--- config.mk ---
export PLATFORM = sky130hd
export DESIGN_NAME = lclk_top
export DESIGN_NICKNAME = d
export VERILOG_FILES = /design/src/rtl/lclk_pkg.sv /design/src/rtl/lclk_prescale.sv /design/src/rtl/lclk_ladder.sv /design/src/rtl/lclk_top.sv
export SDC_FILE = /design/constraint.sdc
export NUM_CORES = 1
export LEC_CHECK = 0
export BUFFER_PORTS_ARGS = -buffer_cell sky130_fd_sc_hd__buf_2
export CORE_ASPECT_RATIO = 1.75
export CORE_UTILIZATION = 48
export CTS_CLUSTER_DIAMETER = 120
export DETAILED_ROUTE_END_ITERATION = 12
export PLACE_DENSITY = 0.85
export SLEW_MARGIN = 15
export SYNTH_ARGS = -nofsm -noshare
export SYNTH_HDL_FRONTEND = slang
export SYNTH_HIERARCHICAL = 1
export SYNTH_SLANG_ARGS = --single-unit
--- constraint.sdc ---
create_clock -name mclk -period 1.9 [get_ports mclk]
set_input_delay 0.285 -clock mclk [delete_from_list [all_inputs] [get_ports mclk]]
set_output_delay 0.285 -clock mclk [all_outputs]
set_load 0.01 [all_outputs]
--- src/rtl/lclk_pkg.sv ---
// lclk_pkg: register map, field layout and constants of the lcd clock and ladder block
package lclk_pkg;

  // ****************************************************************
  // register offsets (byte addresses)
  // ****************************************************************
  localparam logic [7:0] OFS_CONTROL  = 8'h00;
  localparam logic [7:0] OFS_PRESCALE = 8'h04;
  localparam logic [7:0] OFS_LADDER   = 8'h08;
  localparam logic [7:0] OFS_STATUS   = 8'h0C;
  localparam logic [7:0] OFS_DATA0    = 8'h10;
  localparam int         NUM_DATA     = 4;
  localparam int         ADR_W        = 8;

  // ****************************************************************
  // field positions
  // ****************************************************************
  localparam int CTL_SRC_LO    = 0;  // clock source select, 2 bits
  localparam int CTL_BIAS_LO   = 2;  // bias type, 2 bits
  localparam int CTL_HALF_BIAS = 4;  // half_bias_select
  localparam int CTL_ENABLE    = 7;  // module enable
  localparam int PS_SEL_LO     = 0;  // frame_prescale_sel, 4 bits
  localparam int LAD_AT_LO     = 0;  // ladder_a_time, 3 bits
  localparam int LAD_BP_LO     = 4;  // mode b power, 2 bits
  localparam int LAD_AP_LO     = 6;  // mode a power, 2 bits

  // ****************************************************************
  // reset values
  // ****************************************************************
  localparam logic [7:0] RST_CONTROL  = 8'h00;
  localparam logic [7:0] RST_PRESCALE = 8'h00;
  localparam logic [7:0] RST_LADDER   = 8'h00;
  localparam logic [7:0] RST_DATA     = 8'h00;

  // ****************************************************************
  // timing counts
  // ****************************************************************
  localparam int         SYS_DIV      = 256;  // fixed system clock divider
  localparam logic [7:0] SYS_DIV_LAST = 8'(SYS_DIV - 1);
  localparam logic [4:0] SEG_CNT_LAST = 5'h1F; // 32 source ticks per segment time

  // ****************************************************************
  // encodings
  // ****************************************************************
  typedef enum logic [1:0] {
    LCLK_SRC_SYS = 2'h0,
    LCLK_SRC_T1  = 2'h1,
    LCLK_SRC_LF  = 2'h2
  } lclk_src_e;

  typedef enum logic [1:0] {
    LCLK_BIAS_STATIC = 2'h0,
    LCLK_BIAS_HALF   = 2'h1,
    LCLK_BIAS_THIRD  = 2'h2
  } lclk_bias_e;

  // ladder power: 00 off/disconnected, 01 low, 10 medium, 11 high
  localparam logic [1:0] PWR_OFF = 2'h0;

endpackage

--- src/rtl/lclk_prescale.sv ---
// lclk_prescale: 4-bit frame prescaler counting selected source ticks
`timescale 1ns/100ps
module lclk_prescale
  import lclk_pkg::*;
(
  input  wire logic       mclk,
  input  wire logic       rst,
  input  wire logic       tick,
  input  wire logic [3:0] ratio,
  output logic            frame_pulse
);

  logic [3:0] cnt_q, cnt_d;
  logic       pulse_q, pulse_d;

  // divide by ratio+1; counter is internal only
  always_comb begin
    cnt_d   = cnt_q;
    pulse_d = 1'b0;
    if (tick) begin
      if (cnt_q >= ratio) begin
        cnt_d   = 4'h0;
        pulse_d = 1'b1;
      end else begin
        cnt_d = cnt_q + 4'h1;
      end
    end
  end

  always_ff @(posedge mclk) begin
    if (rst) begin
      cnt_q   <= 4'h0;
      pulse_q <= 1'b0;
    end else begin
      cnt_q   <= cnt_d;
      pulse_q <= pulse_d;
    end
  end

  assign frame_pulse = pulse_q;

endmodule

--- src/rtl/lclk_ladder.sv ---
// lclk_ladder: a/b ladder power mode timing from the 5-bit segment counter
`timescale 1ns/100ps
module lclk_ladder
  import lclk_pkg::*;
(
  input  wire logic       mclk,
  input  wire logic       rst,
  input  wire logic       tick,
  input  wire logic       active,
  input  wire logic [2:0] a_time,
  input  wire logic [1:0] a_pwr,
  input  wire logic [1:0] b_pwr,
  output logic [1:0]      power,
  output logic            seg_edge
);

  logic [4:0] seg_cnt_q, seg_cnt_d;
  logic [1:0] pwr_q, pwr_d;
  logic       edge_q, edge_d;

  // segment counter wraps each segment time; mode a while count below a_time
  always_comb begin
    seg_cnt_d = seg_cnt_q;
    edge_d    = 1'b0;
    if (!active) begin
      seg_cnt_d = 5'h00;
    end else if (tick) begin
      seg_cnt_d = seg_cnt_q + 5'h01;
      if (seg_cnt_q == SEG_CNT_LAST) begin
        edge_d = 1'b1;
      end
    end
    if (!active) begin
      pwr_d = PWR_OFF;
    end else if (seg_cnt_d < {2'h0, a_time}) begin
      pwr_d = a_pwr;
    end else begin
      pwr_d = b_pwr;
    end
  end

  always_ff @(posedge mclk) begin
    if (rst) begin
      seg_cnt_q <= 5'h00;
      pwr_q     <= PWR_OFF;
      edge_q    <= 1'b0;
    end else begin
      seg_cnt_q <= seg_cnt_d;
      pwr_q     <= pwr_d;
      edge_q    <= edge_d;
    end
  end

  assign power    = pwr_q;
  assign seg_edge = edge_q;

endmodule

--- src/rtl/lclk_top.sv ---
// lclk_top: lcd clock source selection, prescaler, bias and ladder control
// Behaviour
// - pixel data bit 1 drives pixel dark, 0 leaves it clear.
// - two-bit field picks system/256, timer1 oscillator or low-frequency oscillator.
// - divide-by-256 on system clock is fixed; only prescaler adjusts frame rate.
// - 4-bit prescaler divides selected clock 1:1 to 1:16; counter hidden.
// - timer1 or low-frequency source keeps lcd logic running during sleep.
// - static, half and third bias types are supported.
// - half bias select shorts the middle ladder resistor.
// - ladder offers low, medium and high power modes.
// - ladder disabled disconnects all sections for external bias.
// - lcd inactive forces the ladder off regardless of power mode.
// - ladder register holds modes a and b; a starts each transition.
// - mode b holds for the rest of each segment time.
// - 3-bit a-time sets mode a length; zero means never.
// - a/b interval timed from 5-bit count of source ticks per segment.
//
// The Wishbone slave port and the register addresses are this design's own decisions.
`timescale 1ns/100ps
module lclk_top
  import lclk_pkg::*;
(
  input  wire logic                     mclk,
  input  wire logic                     rst,
  input  wire logic                     sleep,
  input  wire logic                     timer1_tick,
  input  wire logic                     lf_osc_tick,
  input  wire logic                     wb_cyc_i,
  input  wire logic                     wb_stb_i,
  input  wire logic                     wb_we_i,
  input  wire logic [lclk_pkg::ADR_W-1:0] wb_adr_i,
  input  wire logic [31:0]              wb_dat_i,
  input  wire logic [3:0]               wb_sel_i,
  output logic      [31:0]              wb_dat_o,
  output logic                          wb_ack_o,
  output logic                          wb_err_o,
  output logic      [31:0]              pixel_on_bit,
  output logic                          frame_clk,
  output logic                          lcd_active_flag,
  output logic      [1:0]               bias_type,
  output logic                          ladder_short_mid,
  output logic      [1:0]               ladder_power,
  output logic                          ladder_connect
);

  // ****************************************************************
  // registers
  // ****************************************************************
  logic [7:0]  ctl_q, ctl_d;
  logic [7:0]  ps_q, ps_d;
  logic [7:0]  lad_q, lad_d;
  logic [7:0]  data_q [NUM_DATA];
  logic [7:0]  data_d [NUM_DATA];
  logic [31:0] rdat_q, rdat_d;
  logic        ack_q, ack_d;
  logic        err_q, err_d;
  logic [7:0]  div_q, div_d;
  logic        tick_q, tick_d;
  logic        fclk_q, fclk_d;
  logic        act_q, act_d;
  logic [1:0]  bias_q, bias_d;
  logic        short_q, short_d;
  logic        conn_q, conn_d;
  logic [31:0] pix_q;
  logic        frame_pulse;
  logic [1:0]  lad_pwr;

  // returns data register index for an address, or NUM_DATA when not a data slot
  function automatic int data_index(input logic [ADR_W-1:0] adr);
    int idx;
    idx = NUM_DATA;
    for (int i = 0; i < NUM_DATA; i++) begin
      if (adr == OFS_DATA0 + ADR_W'(4 * i)) begin
        idx = i;
      end
    end
    return idx;
  endfunction

  // ****************************************************************
  // wishbone slave
  // ****************************************************************
  logic req;
  logic hit;
  int   didx;

  assign req = wb_cyc_i && wb_stb_i && !ack_q && !err_q;

  // one-wait-state answer; writes honour byte lane 0, reads zero-extend
  always_comb begin
    ctl_d  = ctl_q;
    ps_d   = ps_q;
    lad_d  = lad_q;
    for (int i = 0; i < NUM_DATA; i++) begin
      data_d[i] = data_q[i];
    end
    rdat_d = 32'h0000_0000;
    ack_d  = 1'b0;
    err_d  = 1'b0;
    hit    = 1'b1;
    didx   = data_index(wb_adr_i);
    if (req) begin
      case (wb_adr_i)
        OFS_CONTROL:  rdat_d = {24'h00_0000, ctl_q};
        OFS_PRESCALE: rdat_d = {24'h00_0000, ps_q};
        OFS_LADDER:   rdat_d = {24'h00_0000, lad_q};
        OFS_STATUS:   rdat_d = {31'h0000_0000, act_q};
        default: begin
          if (didx < NUM_DATA) begin
            rdat_d = {24'h00_0000, data_q[didx]};
          end else begin
            hit = 1'b0;
          end
        end
      endcase
      if (wb_we_i && wb_sel_i[0]) begin
        case (wb_adr_i)
          OFS_CONTROL:  ctl_d = wb_dat_i[7:0] & 8'h9F;
          OFS_PRESCALE: ps_d  = wb_dat_i[7:0] & 8'h0F;
          OFS_LADDER:   lad_d = wb_dat_i[7:0] & 8'hF7;
          default: begin
            if (didx < NUM_DATA) begin
              data_d[didx] = wb_dat_i[7:0];
            end
          end
        endcase
      end
      if (!wb_we_i || hit) begin
        rdat_d = wb_we_i ? 32'h0000_0000 : rdat_d;
      end
      ack_d = hit;
      err_d = !hit;
    end
  end

  // ****************************************************************
  // clock source selection
  // ****************************************************************
  logic      src_tick;
  lclk_src_e src_sel;

  assign src_sel = lclk_src_e'(ctl_q[CTL_SRC_LO +: 2]);

  // fixed /256 of mclk; sleep stops only the system source
  always_comb begin
    div_d    = (div_q == SYS_DIV_LAST) ? 8'h00 : div_q + 8'h01;
    src_tick = 1'b0;
    case (src_sel)
      LCLK_SRC_SYS: src_tick = (div_q == SYS_DIV_LAST) && !sleep;
      LCLK_SRC_T1:  src_tick = timer1_tick;
      LCLK_SRC_LF:  src_tick = lf_osc_tick;
      default:      src_tick = 1'b0;
    endcase
    tick_d = src_tick && ctl_q[CTL_ENABLE];
  end

  // ****************************************************************
  // prescaler and ladder timing
  // ****************************************************************
  lclk_prescale u_prescale (
    .mclk        (mclk),
    .rst         (rst),
    .tick        (tick_q),
    .ratio       (ps_q[PS_SEL_LO +: 4]),
    .frame_pulse (frame_pulse)
  );

  lclk_ladder u_ladder (
    .mclk     (mclk),
    .rst      (rst),
    .tick     (tick_q),
    .active   (act_q),
    .a_time   (lad_q[LAD_AT_LO +: 3]),
    .a_pwr    (lad_q[LAD_AP_LO +: 2]),
    .b_pwr    (lad_q[LAD_BP_LO +: 2]),
    .power    (lad_pwr),
    .seg_edge ()
  );

  // ****************************************************************
  // bias and output state
  // ****************************************************************
  always_comb begin
    fclk_d  = frame_pulse ? !fclk_q : fclk_q;
    act_d   = ctl_q[CTL_ENABLE] && !(sleep && src_sel == LCLK_SRC_SYS);
    bias_d  = ctl_q[CTL_BIAS_LO +: 2];
    short_d = ctl_q[CTL_HALF_BIAS];
    conn_d  = lad_pwr != PWR_OFF;
  end

  // pixel outputs mirror data registers
  generate
    for (genvar g = 0; g < NUM_DATA; g++) begin : g_pix
      always_ff @(posedge mclk) begin
        if (rst) begin
          pix_q[8*g +: 8] <= RST_DATA;
        end else begin
          pix_q[8*g +: 8] <= data_q[g];
        end
      end
    end
  endgenerate

  always_ff @(posedge mclk) begin
    if (rst) begin
      ctl_q   <= RST_CONTROL;
      ps_q    <= RST_PRESCALE;
      lad_q   <= RST_LADDER;
      for (int i = 0; i < NUM_DATA; i++) begin
        data_q[i] <= RST_DATA;
      end
      rdat_q  <= 32'h0000_0000;
      ack_q   <= 1'b0;
      err_q   <= 1'b0;
      div_q   <= 8'h00;
      tick_q  <= 1'b0;
      fclk_q  <= 1'b0;
      act_q   <= 1'b0;
      bias_q  <= 2'h0;
      short_q <= 1'b0;
      conn_q  <= 1'b0;
    end else begin
      ctl_q   <= ctl_d;
      ps_q    <= ps_d;
      lad_q   <= lad_d;
      for (int i = 0; i < NUM_DATA; i++) begin
        data_q[i] <= data_d[i];
      end
      rdat_q  <= rdat_d;
      ack_q   <= ack_d;
      err_q   <= err_d;
      div_q   <= div_d;
      tick_q  <= tick_d;
      fclk_q  <= fclk_d;
      act_q   <= act_d;
      bias_q  <= bias_d;
      short_q <= short_d;
      conn_q  <= conn_d;
    end
  end

  // ****************************************************************
  // outputs
  // ****************************************************************
  assign wb_dat_o         = rdat_q;
  assign wb_ack_o         = ack_q;
  assign wb_err_o         = err_q;
  assign pixel_on_bit     = pix_q;
  assign frame_clk        = fclk_q;
  assign lcd_active_flag  = act_q;
  assign bias_type        = bias_q;
  assign ladder_short_mid = short_q;
  assign ladder_power     = lad_pwr;
  assign ladder_connect   = conn_q;

endmodule

==> results of run 1 <==
-- report_power, final --
group / internal (mW) / switching, mW / leakage (nW) / total [mW]
Combinational: 0.0737 / 0.135 / 1.80 / 0.209
Sequential: 2.48 / 0.00559 / 0.952 / 2.49
Clock: 1.93 / 1.17 / 0.272 / 3.10
Total: 4.48 / 1.31 / 3.02 / 5.80
-- layout by cell type (no fill, tap or decap), drive strengths merged, types with 4 or more instances in the layout --
cell type,n
mux2,8
xor2,5
nor3,6
clkinv,6
nand2,41
dfxtp,118
nand2b,46
and3,4
nor2b,11
mux2i,47
clkinvlp,5
ha,10
inv,44
conb,24
o21ai,6
clkbuf,17
nand3,11
a21oi,20
nor2,40
xnor2,5
buf,94
-- cell type report --
type / count / area (sq um)
fillers: 763 / 3750
well taps: 125 / 156
repair buffers: 94 / 553
flip-flops and latches: 118 / 2370
clock buffers: 17 / 425
multi-input cells: 321 / 2280
inverters: 42 / 158
clock inverters: 15 / 156
-- flip-flops by register name (all words and copies together), names as in the netlist, 2 cells and up --
name	count
div_q	8
u_prescale/cnt_q	4
u_ladder/power	2
wb_dat_o	8
ps_q	4
ctl_q	6
pixel_on_bit	32
lad_q	7
bias_type	2
data_q	32
u_ladder/seg_cnt_q	5
-- routing by layer --
metal | up-vias | routed length [um] | GRT usage, % | share of wire [%]
li1 | 1786 | - | - | -
met1 | 1780 | 4210 | 21.1 | 36
met2 | 165 | 6350 | 39.6 | 55
met3 | 41 | 619 | 6.13 | 5.3
met4 | 0 | 451 | 15.1 | 3.9
met5 | - | 0 | 0 | 0
-- worst paths after layout --
kind	end	slack (ns)	cells after the start
hold / removal	lcd_active_flag	0.06	2
setup / recovery	data_q[3][5]	-0.14	5
setup reg to reg	data_q[3][5]	-0.14	5
hold reg to reg	div_q[0]	0.47	1
-- repair_timing --
item	CTS	global route
endpoints found under the setup margin	58	49
setup buffers	2	2
gates resized for setup	4	16
hold buffers	0	0
pin swaps	5	10
-- through the flow --
stage	power [mW]	instance area [sq um]	TNS (ns)
2_1_floorplan	2.69	4990	-0.314
3_3_place_gp	2.73	5370	-6.69
3_5_place_dp	2.73	5370	-8.84
4_1_cts	5.82	5990	-2.03
5_1_grt	5.95	6100	-2.44
6_report	5.80	6100	-1.34
==> flow_summary.yaml, run 1 <==
outcome:
  status: "finished, violations left"
  violations: "negative setup slack"
sta:
  setup_viol: 29
  clock.fmax_ghz: 0.490
  tightest_slew_ns: 0.820
  worst_slack_ns: -0.139
  period_share_pct: 107
  rsz0062_at_grt: "yes"
  skew_ns: 0.00527
  hold_viol_final: 0
  maxSlewViolCount: 0
  timing.hold.ws_ns: 0.0581
  slew_headroom_pct: 45.2
  period_needed_ns: 2.04
cells_and_area:
  drive_gt1_share_pct: 28.0
  nets: 656
  areaGrowthSynthToFinish_pct: 24.8
  final_util_pct: 61.9
  diodes: 0
  final_cells: 732
setup_path:
  critical_path.endpoint_type: "flop"
  cp.required_ns: 2.24
  slowest_delay_ns: 0.55
  startpoint_type: "flop"
  crit_family: "simple AND/OR/NAND/NOR gates"
  slowest_stage: "or4bb_4"
  critPathArrivalTime_ns: 2.37
  crit_type: "flop to flop"
  critPathMaxFanout: 8
  crit_start: "wb_ack_o"
  rr_startpoint: "wb_ack_o"
  cp_cell_sequence: "or4bb_4 -> or3_4 -> nor2_4 -> and3_4 -> mux2i_1"
  critPathBufInv: 0
clock_network:
  cts_buffers: 17
  worstSkewPairLatency_ns: 0.41
  clock_sinks: 118
  cts_max_path_buffers: 2
  cts_root_buf: "clkbuf_16"
  clkTransAtPathRegs_ns: 0.06
  cts_tree: "built"
  htree_levels: 4
detailed_routing:
  drt_iter0_markers: 255
  drc: 0
  vias: 3772
  detail_route.wl_per_cell_um: 15.9
  ant_nets: 0
  first_pass_iters: 5
  viasPerCell: 5.15
  drt-total-wl_um: 11600
placed_design:
  gp_congestion: 0.865
  dp_slack_ns: -0.255
  post-place-cells: 696
  place.detailed.hpwl_um: 7900
  port-buffer-count: 74
yosys:
  synth_area_sq_um: 4880
  synth_cells: 503
  avgSynthCellArea_sq_um: 9.71
  yosys_warnings: 6
pwr:
  worst_ir_drop_vdd_v: 0.000732
  powerDensity_nw_per_um2: 951
  leakagePower_nw: 3.02
floorplan:
  ios: 126
  start_util_pct: 49.6
  core_sq_um: 9850
  die_x_um: 78.3
  die-area_sq_um: 10600
  die_h_um: 135
  num_rows: 48
grt:
  grt_pass1_wl_um: 17500
  grt_pass1_vias: 3731
  antenna_found_initial: 0
  grt_start_max_net_pins: 53
  track_usage_pct: 21.9
  grt_overflow_total: 0
min_path:
  hold_class: "input port to flop"
  min_from: "sleep"
job:
  drv_cap: 0
Note: power is estimated with default switching activity, not from simulation.
==> inputs of run 2 (changes only) <==
--- a/config.mk
+++ b/config.mk
@@ -7,12 +7,11 @@
 export LEC_CHECK = 0
 export BUFFER_PORTS_ARGS = -buffer_cell sky130_fd_sc_hd__buf_2
 export CORE_ASPECT_RATIO = 1.75
-export CORE_UTILIZATION = 48
+export CORE_UTILIZATION = 47
 export CTS_CLUSTER_DIAMETER = 120
 export DETAILED_ROUTE_END_ITERATION = 12
-export PLACE_DENSITY = 0.85
+export PLACE_DENSITY = 0.84
 export SLEW_MARGIN = 15
 export SYNTH_ARGS = -nofsm -noshare
 export SYNTH_HDL_FRONTEND = slang
-export SYNTH_HIERARCHICAL = 1
 export SYNTH_SLANG_ARGS = --single-unit
==> flow_summary.yaml, run 2 <==
yosys:
  avgSynthCellArea_sq_um: 10.0
  ys_async_sr_fraction_pct: 0
  ys_types: 53
  synth_area_sq_um: 4870
  yosys_warnings: 0
  netlist.area_leader.share_pct: 48.5
  ys_ff_latch: 118
  synth_most_common_cell: "dfxtp_1"
  synth_ff_type: "dfxtp_1"
  synth_cells: 486
  synth_edf_count: 0
  synth_area_leaders: "dfxtp_1 48%, mux2i_1 12%, nand2b_1 6.4%"
  ys_seq_area_share_pct: 48.5
  yosysTopAreaCell: "dfxtp_1"
  synthTopCellsByCount: "118 x dfxtp_1, 57 x mux2i_1, 50 x nand2b_1"
grt:
  grt_overflow_total: 0
  grt_start_max_net_pins: 77
  grt_pass1_wl_um: 18200
  grt_pass1_vias: 3839
  antenna_found_initial: 0
  track_usage_pct: 22.5
placed_design:
  place.detailed.hpwl_um: 7920
  port-buffer-count: 74
  gp_congestion: 0.832
  post-place-cells: 691
detailed_routing:
  vias: 3807
  first_pass_iters: 5
  drt_iter0_markers: 191
  detail_route.wl_per_cell_um: 15.9
  top_layer_used: "met4"
  met1Wirelength_um: 3980
  viasPerCell: 5.27
  drc: 0
  wl_met3_um: 636
  ant_nets: 0
  wl_met2_um: 6220
  drt-total-wl_um: 11500
cells_and_area:
  final_cell_mix: "114 x dfxtp_1, 74 x buf_2, 56 x mux2i_1, 50 x nand2b_1, 48 x nor2_1"
  final_cells: 723
  areaGrowthSynthToFinish_pct: 25.6
  layout_commonest_cell: "dfxtp_1"
  nets: 646
  diodes: 0
  drive_gt1_share_pct: 26.6
  nFillCells: 789
sta:
  skew_ns: 0.00689
  maxSlewViolCount: 0
  slew_headroom_pct: 55.1
  rsz0062_at_grt: "yes"
  hold_viol_final: 0
  period_share_pct: 99.3
  tightest_slew_ns: 0.673
  clock.fmax_ghz: 0.530
  setup_viol: 0
  period_needed_ns: 1.89
clock_network:
  cts_buffers: 17
  clock_sinks: 118
  htree_levels: 4
  clkTransAtPathRegs_ns: 0.05
  ctsHoldBuffers: 0
  cts_max_path_buffers: 2
  cts_root_buf: "clkbuf_16"
  cts_tree: "built"
  worstSkewPairLatency_ns: 0.41
floorplan:
  core_sq_um: 9970
  ios: 126
  start_util_pct: 48.9
  die_h_um: 137
  num_rows: 48
  die_x_um: 79.0
  die-area_sq_um: 10800
pwr:
  powerDensity_nw_per_um2: 1030
  leakagePower_nw: 2.93
  worst_ir_drop_vdd_v: 0.000685
  power_mw: 6.28
setup_path:
  critPathMaxFanout: 2
  r2r_end: "u_ladder.power[1]"
  critical_path.endpoint_type: "flop"
  reg2reg_setup_slack_ns: 0.01
  crit_start: "u_ladder.seg_cnt_q[0]"
  critPathArrivalTime_ns: 2.23
  ff2ff_path_depth: 9
  crit_type: "flop to flop"
  cp.required_ns: 2.24
  startpoint_type: "flop"
  rr_startpoint: "u_ladder.seg_cnt_q[0]"
min_path:
  min_from: "sleep"
  hold_class: "input port to flop"
  holdPathEnd: "lcd_active_flag"
  holdPathStages: 2
job:
  drv_cap: 0
outcome:
  status: "complete, no violations"
==> run 2: changes by cell type in the layout (fill, tap and decap cells not counted), moves of 7 or more <==
| cell | delta |
|---|---|
| a21oi_1 | -11 |
| buf_4 | +7 |
| mux2i_1 | +9 |
| nand2_1 | -25 |
| nor2_1 | +10 |
| nor3_1 | +9 |
==> run 2: cell type report <==
type	instances	area, sq um	share of cell area [%]
Timing Repair Buffer	98	554	9.06
Tap cell	125	156	2.56
Clock buffer	19	443	7.24
Multi-Input combinational cell	309	2210	36.2
Sequential cell	118	2370	38.7
Clock inverter	13	228	3.72
Inverter	41	154	2.52
==> run 2: report_power, final <==
part	switching, mW	internal (mW)
combinational	0.126	0.0712
sequential	0.00473	2.48
clock	1.11	2.48
total	1.24	5.04
==> run 2: cell families after synthesis <==
| logic type | share of synthesized area [%] |
|---|---|
| fa+ha+maj | 2.31 |
| buf+inv | 8.63 |
| xor+xnor | 1.98 |
| compound gates | 4.55 |
| flops | 48.5 |
| simple gates | 19.6 |
| mux | 14.3 |
| other cells | 0.0770 |
==> run 2: worst max-delay path, cell delays in order (launching register included) <==
cell,delay (ns)
dfxtp_2,0.33
ha_4,0.23
mux2i_2,0.16
nor2_1,0.08
ha_1,0.29
nor2b_1,0.14
o21ai_2,0.15
o2111a_1,0.21
nand3_1,0.08
a21oi_1,0.14
==> run 2: repair_timing <==
action	in CTS	in global routing
endpoints found under the hold margin	0	0
pin swaps	3	5
setup endpoints to repair	4	7
resized for setup	7	9
buffers inserted	0	0
==> run 2: worst max path at each step <==
stage                                    to  slack (ns)  depth (start not counted)
after floorplan           u_ladder.power[0]       0.008                          9
after global placement    u_ladder.power[0]       -0.05                          9
after detailed placement  u_ladder.power[1]       -0.15                          9
after CTS                 u_ladder.power[0]       -0.04                          9
after global routing      u_ladder.power[1]       -0.07                          9
final                     u_ladder.power[1]        0.01                          9
==> run 2: metal layers <==
| layer | vias up | GRT usage (%) |
|---|---|---|
| li1 | 1780 | - |
| met1 | 1795 | 20.5 |
| met2 | 182 | 42.3 |
| met3 | 50 | 5.27 |
| met4 | 0 | 17.1 |
| met5 | - | 0 |
==> run 2: per-stage QoR <==
step	instance area [sq um]	TNS, ns	util (%)	hold WS (ns)	worst slack [ns]
final	6120	0	61.4	0.0703	0.0136
after global routing	6120	-0.125	61.4	0.0713	-0.0702
after CTS	6090	-0.0693	61.1	0.0650	-0.0439
after detailed placement	5400	-0.281	54.1	0.439	-0.148
after global placement	5400	-0.0969	54.1	0.431	-0.0537
after floorplan	4960	0	-	0.375	0.00764
==> inputs of run 3 (changes only) <==
--- a/config.mk
+++ b/config.mk
@@ -7,10 +7,11 @@
 export LEC_CHECK = 0
 export BUFFER_PORTS_ARGS = -buffer_cell sky130_fd_sc_hd__buf_2
 export CORE_ASPECT_RATIO = 1.75
-export CORE_UTILIZATION = 47
+export CORE_UTILIZATION = 45
 export CTS_CLUSTER_DIAMETER = 120
 export DETAILED_ROUTE_END_ITERATION = 12
-export PLACE_DENSITY = 0.84
+export PLACE_DENSITY = 0.81
+export SETUP_SLACK_MARGIN = 0.2
 export SLEW_MARGIN = 15
 export SYNTH_ARGS = -nofsm -noshare
 export SYNTH_HDL_FRONTEND = slang
==> flow_summary.yaml, run 3 (synthesized netlist as in run 2, its figures left out) <==
sta:
  hold_viol_final: 0
  skew_ns: 0.00527
  setup_viol: 0
  maxSlewViolCount: 0
  timing.hold.ws_ns: 0.0763
  rsz0062_at_grt: "yes"
  tightest_slew_ns: 0.662
  period_share_pct: 98.3
  period_needed_ns: 1.87
  tns_ns: 0
  slew_headroom_pct: 55.8
  clock.fmax_ghz: 0.535
outcome:
  status: "complete, no violations"
cells_and_area:
  areaGrowthSynthToFinish_pct: 26.5
  final_cell_mix: "113 x dfxtp_1, 74 x buf_2, 56 x mux2i_1, 49 x nand2b_1, 48 x nor2_1"
  layout_commonest_cell: "dfxtp_1"
  drive_gt1_share_pct: 28.6
  diodes: 0
  nets: 650
floorplan:
  die-area_sq_um: 11300
  num_rows: 49
  core_sq_um: 10400
  die_x_um: 80.6
  start_util_pct: 46.7
  ios: 126
  die_h_um: 140
clock_network:
  clock_sinks: 118
  cts_max_path_buffers: 2
  worstSkewPairLatency_ns: 0.41
  ctsHoldBuffers: 0
  clkTransAtPathRegs_ns: 0.05
  cts_buffers: 17
  cts_root_buf: "clkbuf_16"
  cts_tree: "built"
  htree_levels: 4
grt:
  grt_pass1_vias: 3805
  track_usage_pct: 20.4
  grt_pass1_wl_um: 17500
  antenna_found_initial: 0
  grt_start_max_net_pins: 77
  grt_overflow_total: 0
detailed_routing:
  drt_iter0_markers: 245
  met1Wirelength_um: 4130
  first_pass_iters: 4
  detail_route.wl_per_cell_um: 15.2
  drc: 0
  wl_met3_um: 567
  drt-total-wl_um: 11100
  ant_nets: 0
  top_layer_used: "met4"
  viasPerCell: 5.10
  wl_met2_um: 5860
  vias: 3715
job:
  drv_cap: 0
setup_path:
  crit_family: "adder cells"
  critPathMaxFanout: 2
  startpoint_type: "flop"
  crit_type: "flop to flop"
  slowest_stage: "dfxtp_2"
  cp_cell_sequence: "ha_4 -> mux2i_2 -> nor2_1 -> ha_1 -> nor2b_4 -> o21ai_2 -> o2111a_1 -> nand3_1 -> a21oi_1"
  cp.required_ns: 2.24
  critical_path.endpoint_type: "flop"
  critPathBufInv: 0
  critPathArrivalTime_ns: 2.20
  slowest_delay_ns: 0.33
pwr:
  leakagePower_nw: 2.96
  power_mw: 5.90
  worst_ir_drop_vdd_v: 0.000678
  powerDensity_nw_per_um2: 958
placed_design:
  port-buffer-count: 74
  place.detailed.hpwl_um: 7570
  gp_congestion: 0.885
min_path:
  hold_class: "input port to flop"
## run 3: final timing paths
path	from	endpoint	slack (ns)	depth (start not counted)
worst max register to register	u_ladder.seg_cnt_q[0]	u_ladder.power[1]	0.03	9
worst min register to register	div_q[0]	div_q[0]	0.44	1
worst max-delay path	u_ladder.seg_cnt_q[0]	u_ladder.power[1]	0.03	9
worst min-delay path	sleep	lcd_active_flag	0.08	2
## run 3: power by group
part | total [mW] | switching (mW) | internal, mW
registers | 2.49 | 0.00438 | 2.48
clock network | 3.22 | 1.15 | 2.07
logic | 0.195 | 0.123 | 0.0716
## run 3: through the flow
step                      setup slack, ns  cell area, sq um  instances  utilization (%)
after global placement             0.0420              5380        690             51.6
after detailed placement          -0.0276              5380        690             51.6
after CTS                          0.0355              6040        725             58.0
after floorplan                     0.119              4970        509                -
after global routing              -0.0652              6160        729             59.1
final                              0.0319              6160        729             59.1
## run 3: cell type report
cell class / instances / area [sq um]
multi-input combinational: 309 / 2290
tap: 127 / 159
clock inverter: 14 / 175
clock buffer: 18 / 429
timing repair buffer: 102 / 584
sequential: 118 / 2370
inverter: 41 / 154
fill: 851 / 4260
## run 3: timing repair
| item | CTS | global route |
|---|---|---|
| endpoints found under the hold margin | 0 | 0 |
| pin swaps | 3 | 7 |
| buffers inserted | 3 | 4 |
| setup endpoints to repair | 15 | 22 |
| resized for setup | 9 | 16 |
## run 3: metal layers
layer | global-route usage [%] | vias up
met5 | 0 | -
met4 | 13.2 | 0
met3 | 5.51 | 44
met2 | 34.8 | 144
li1 | - | 1781
met1 | 21.3 | 1746
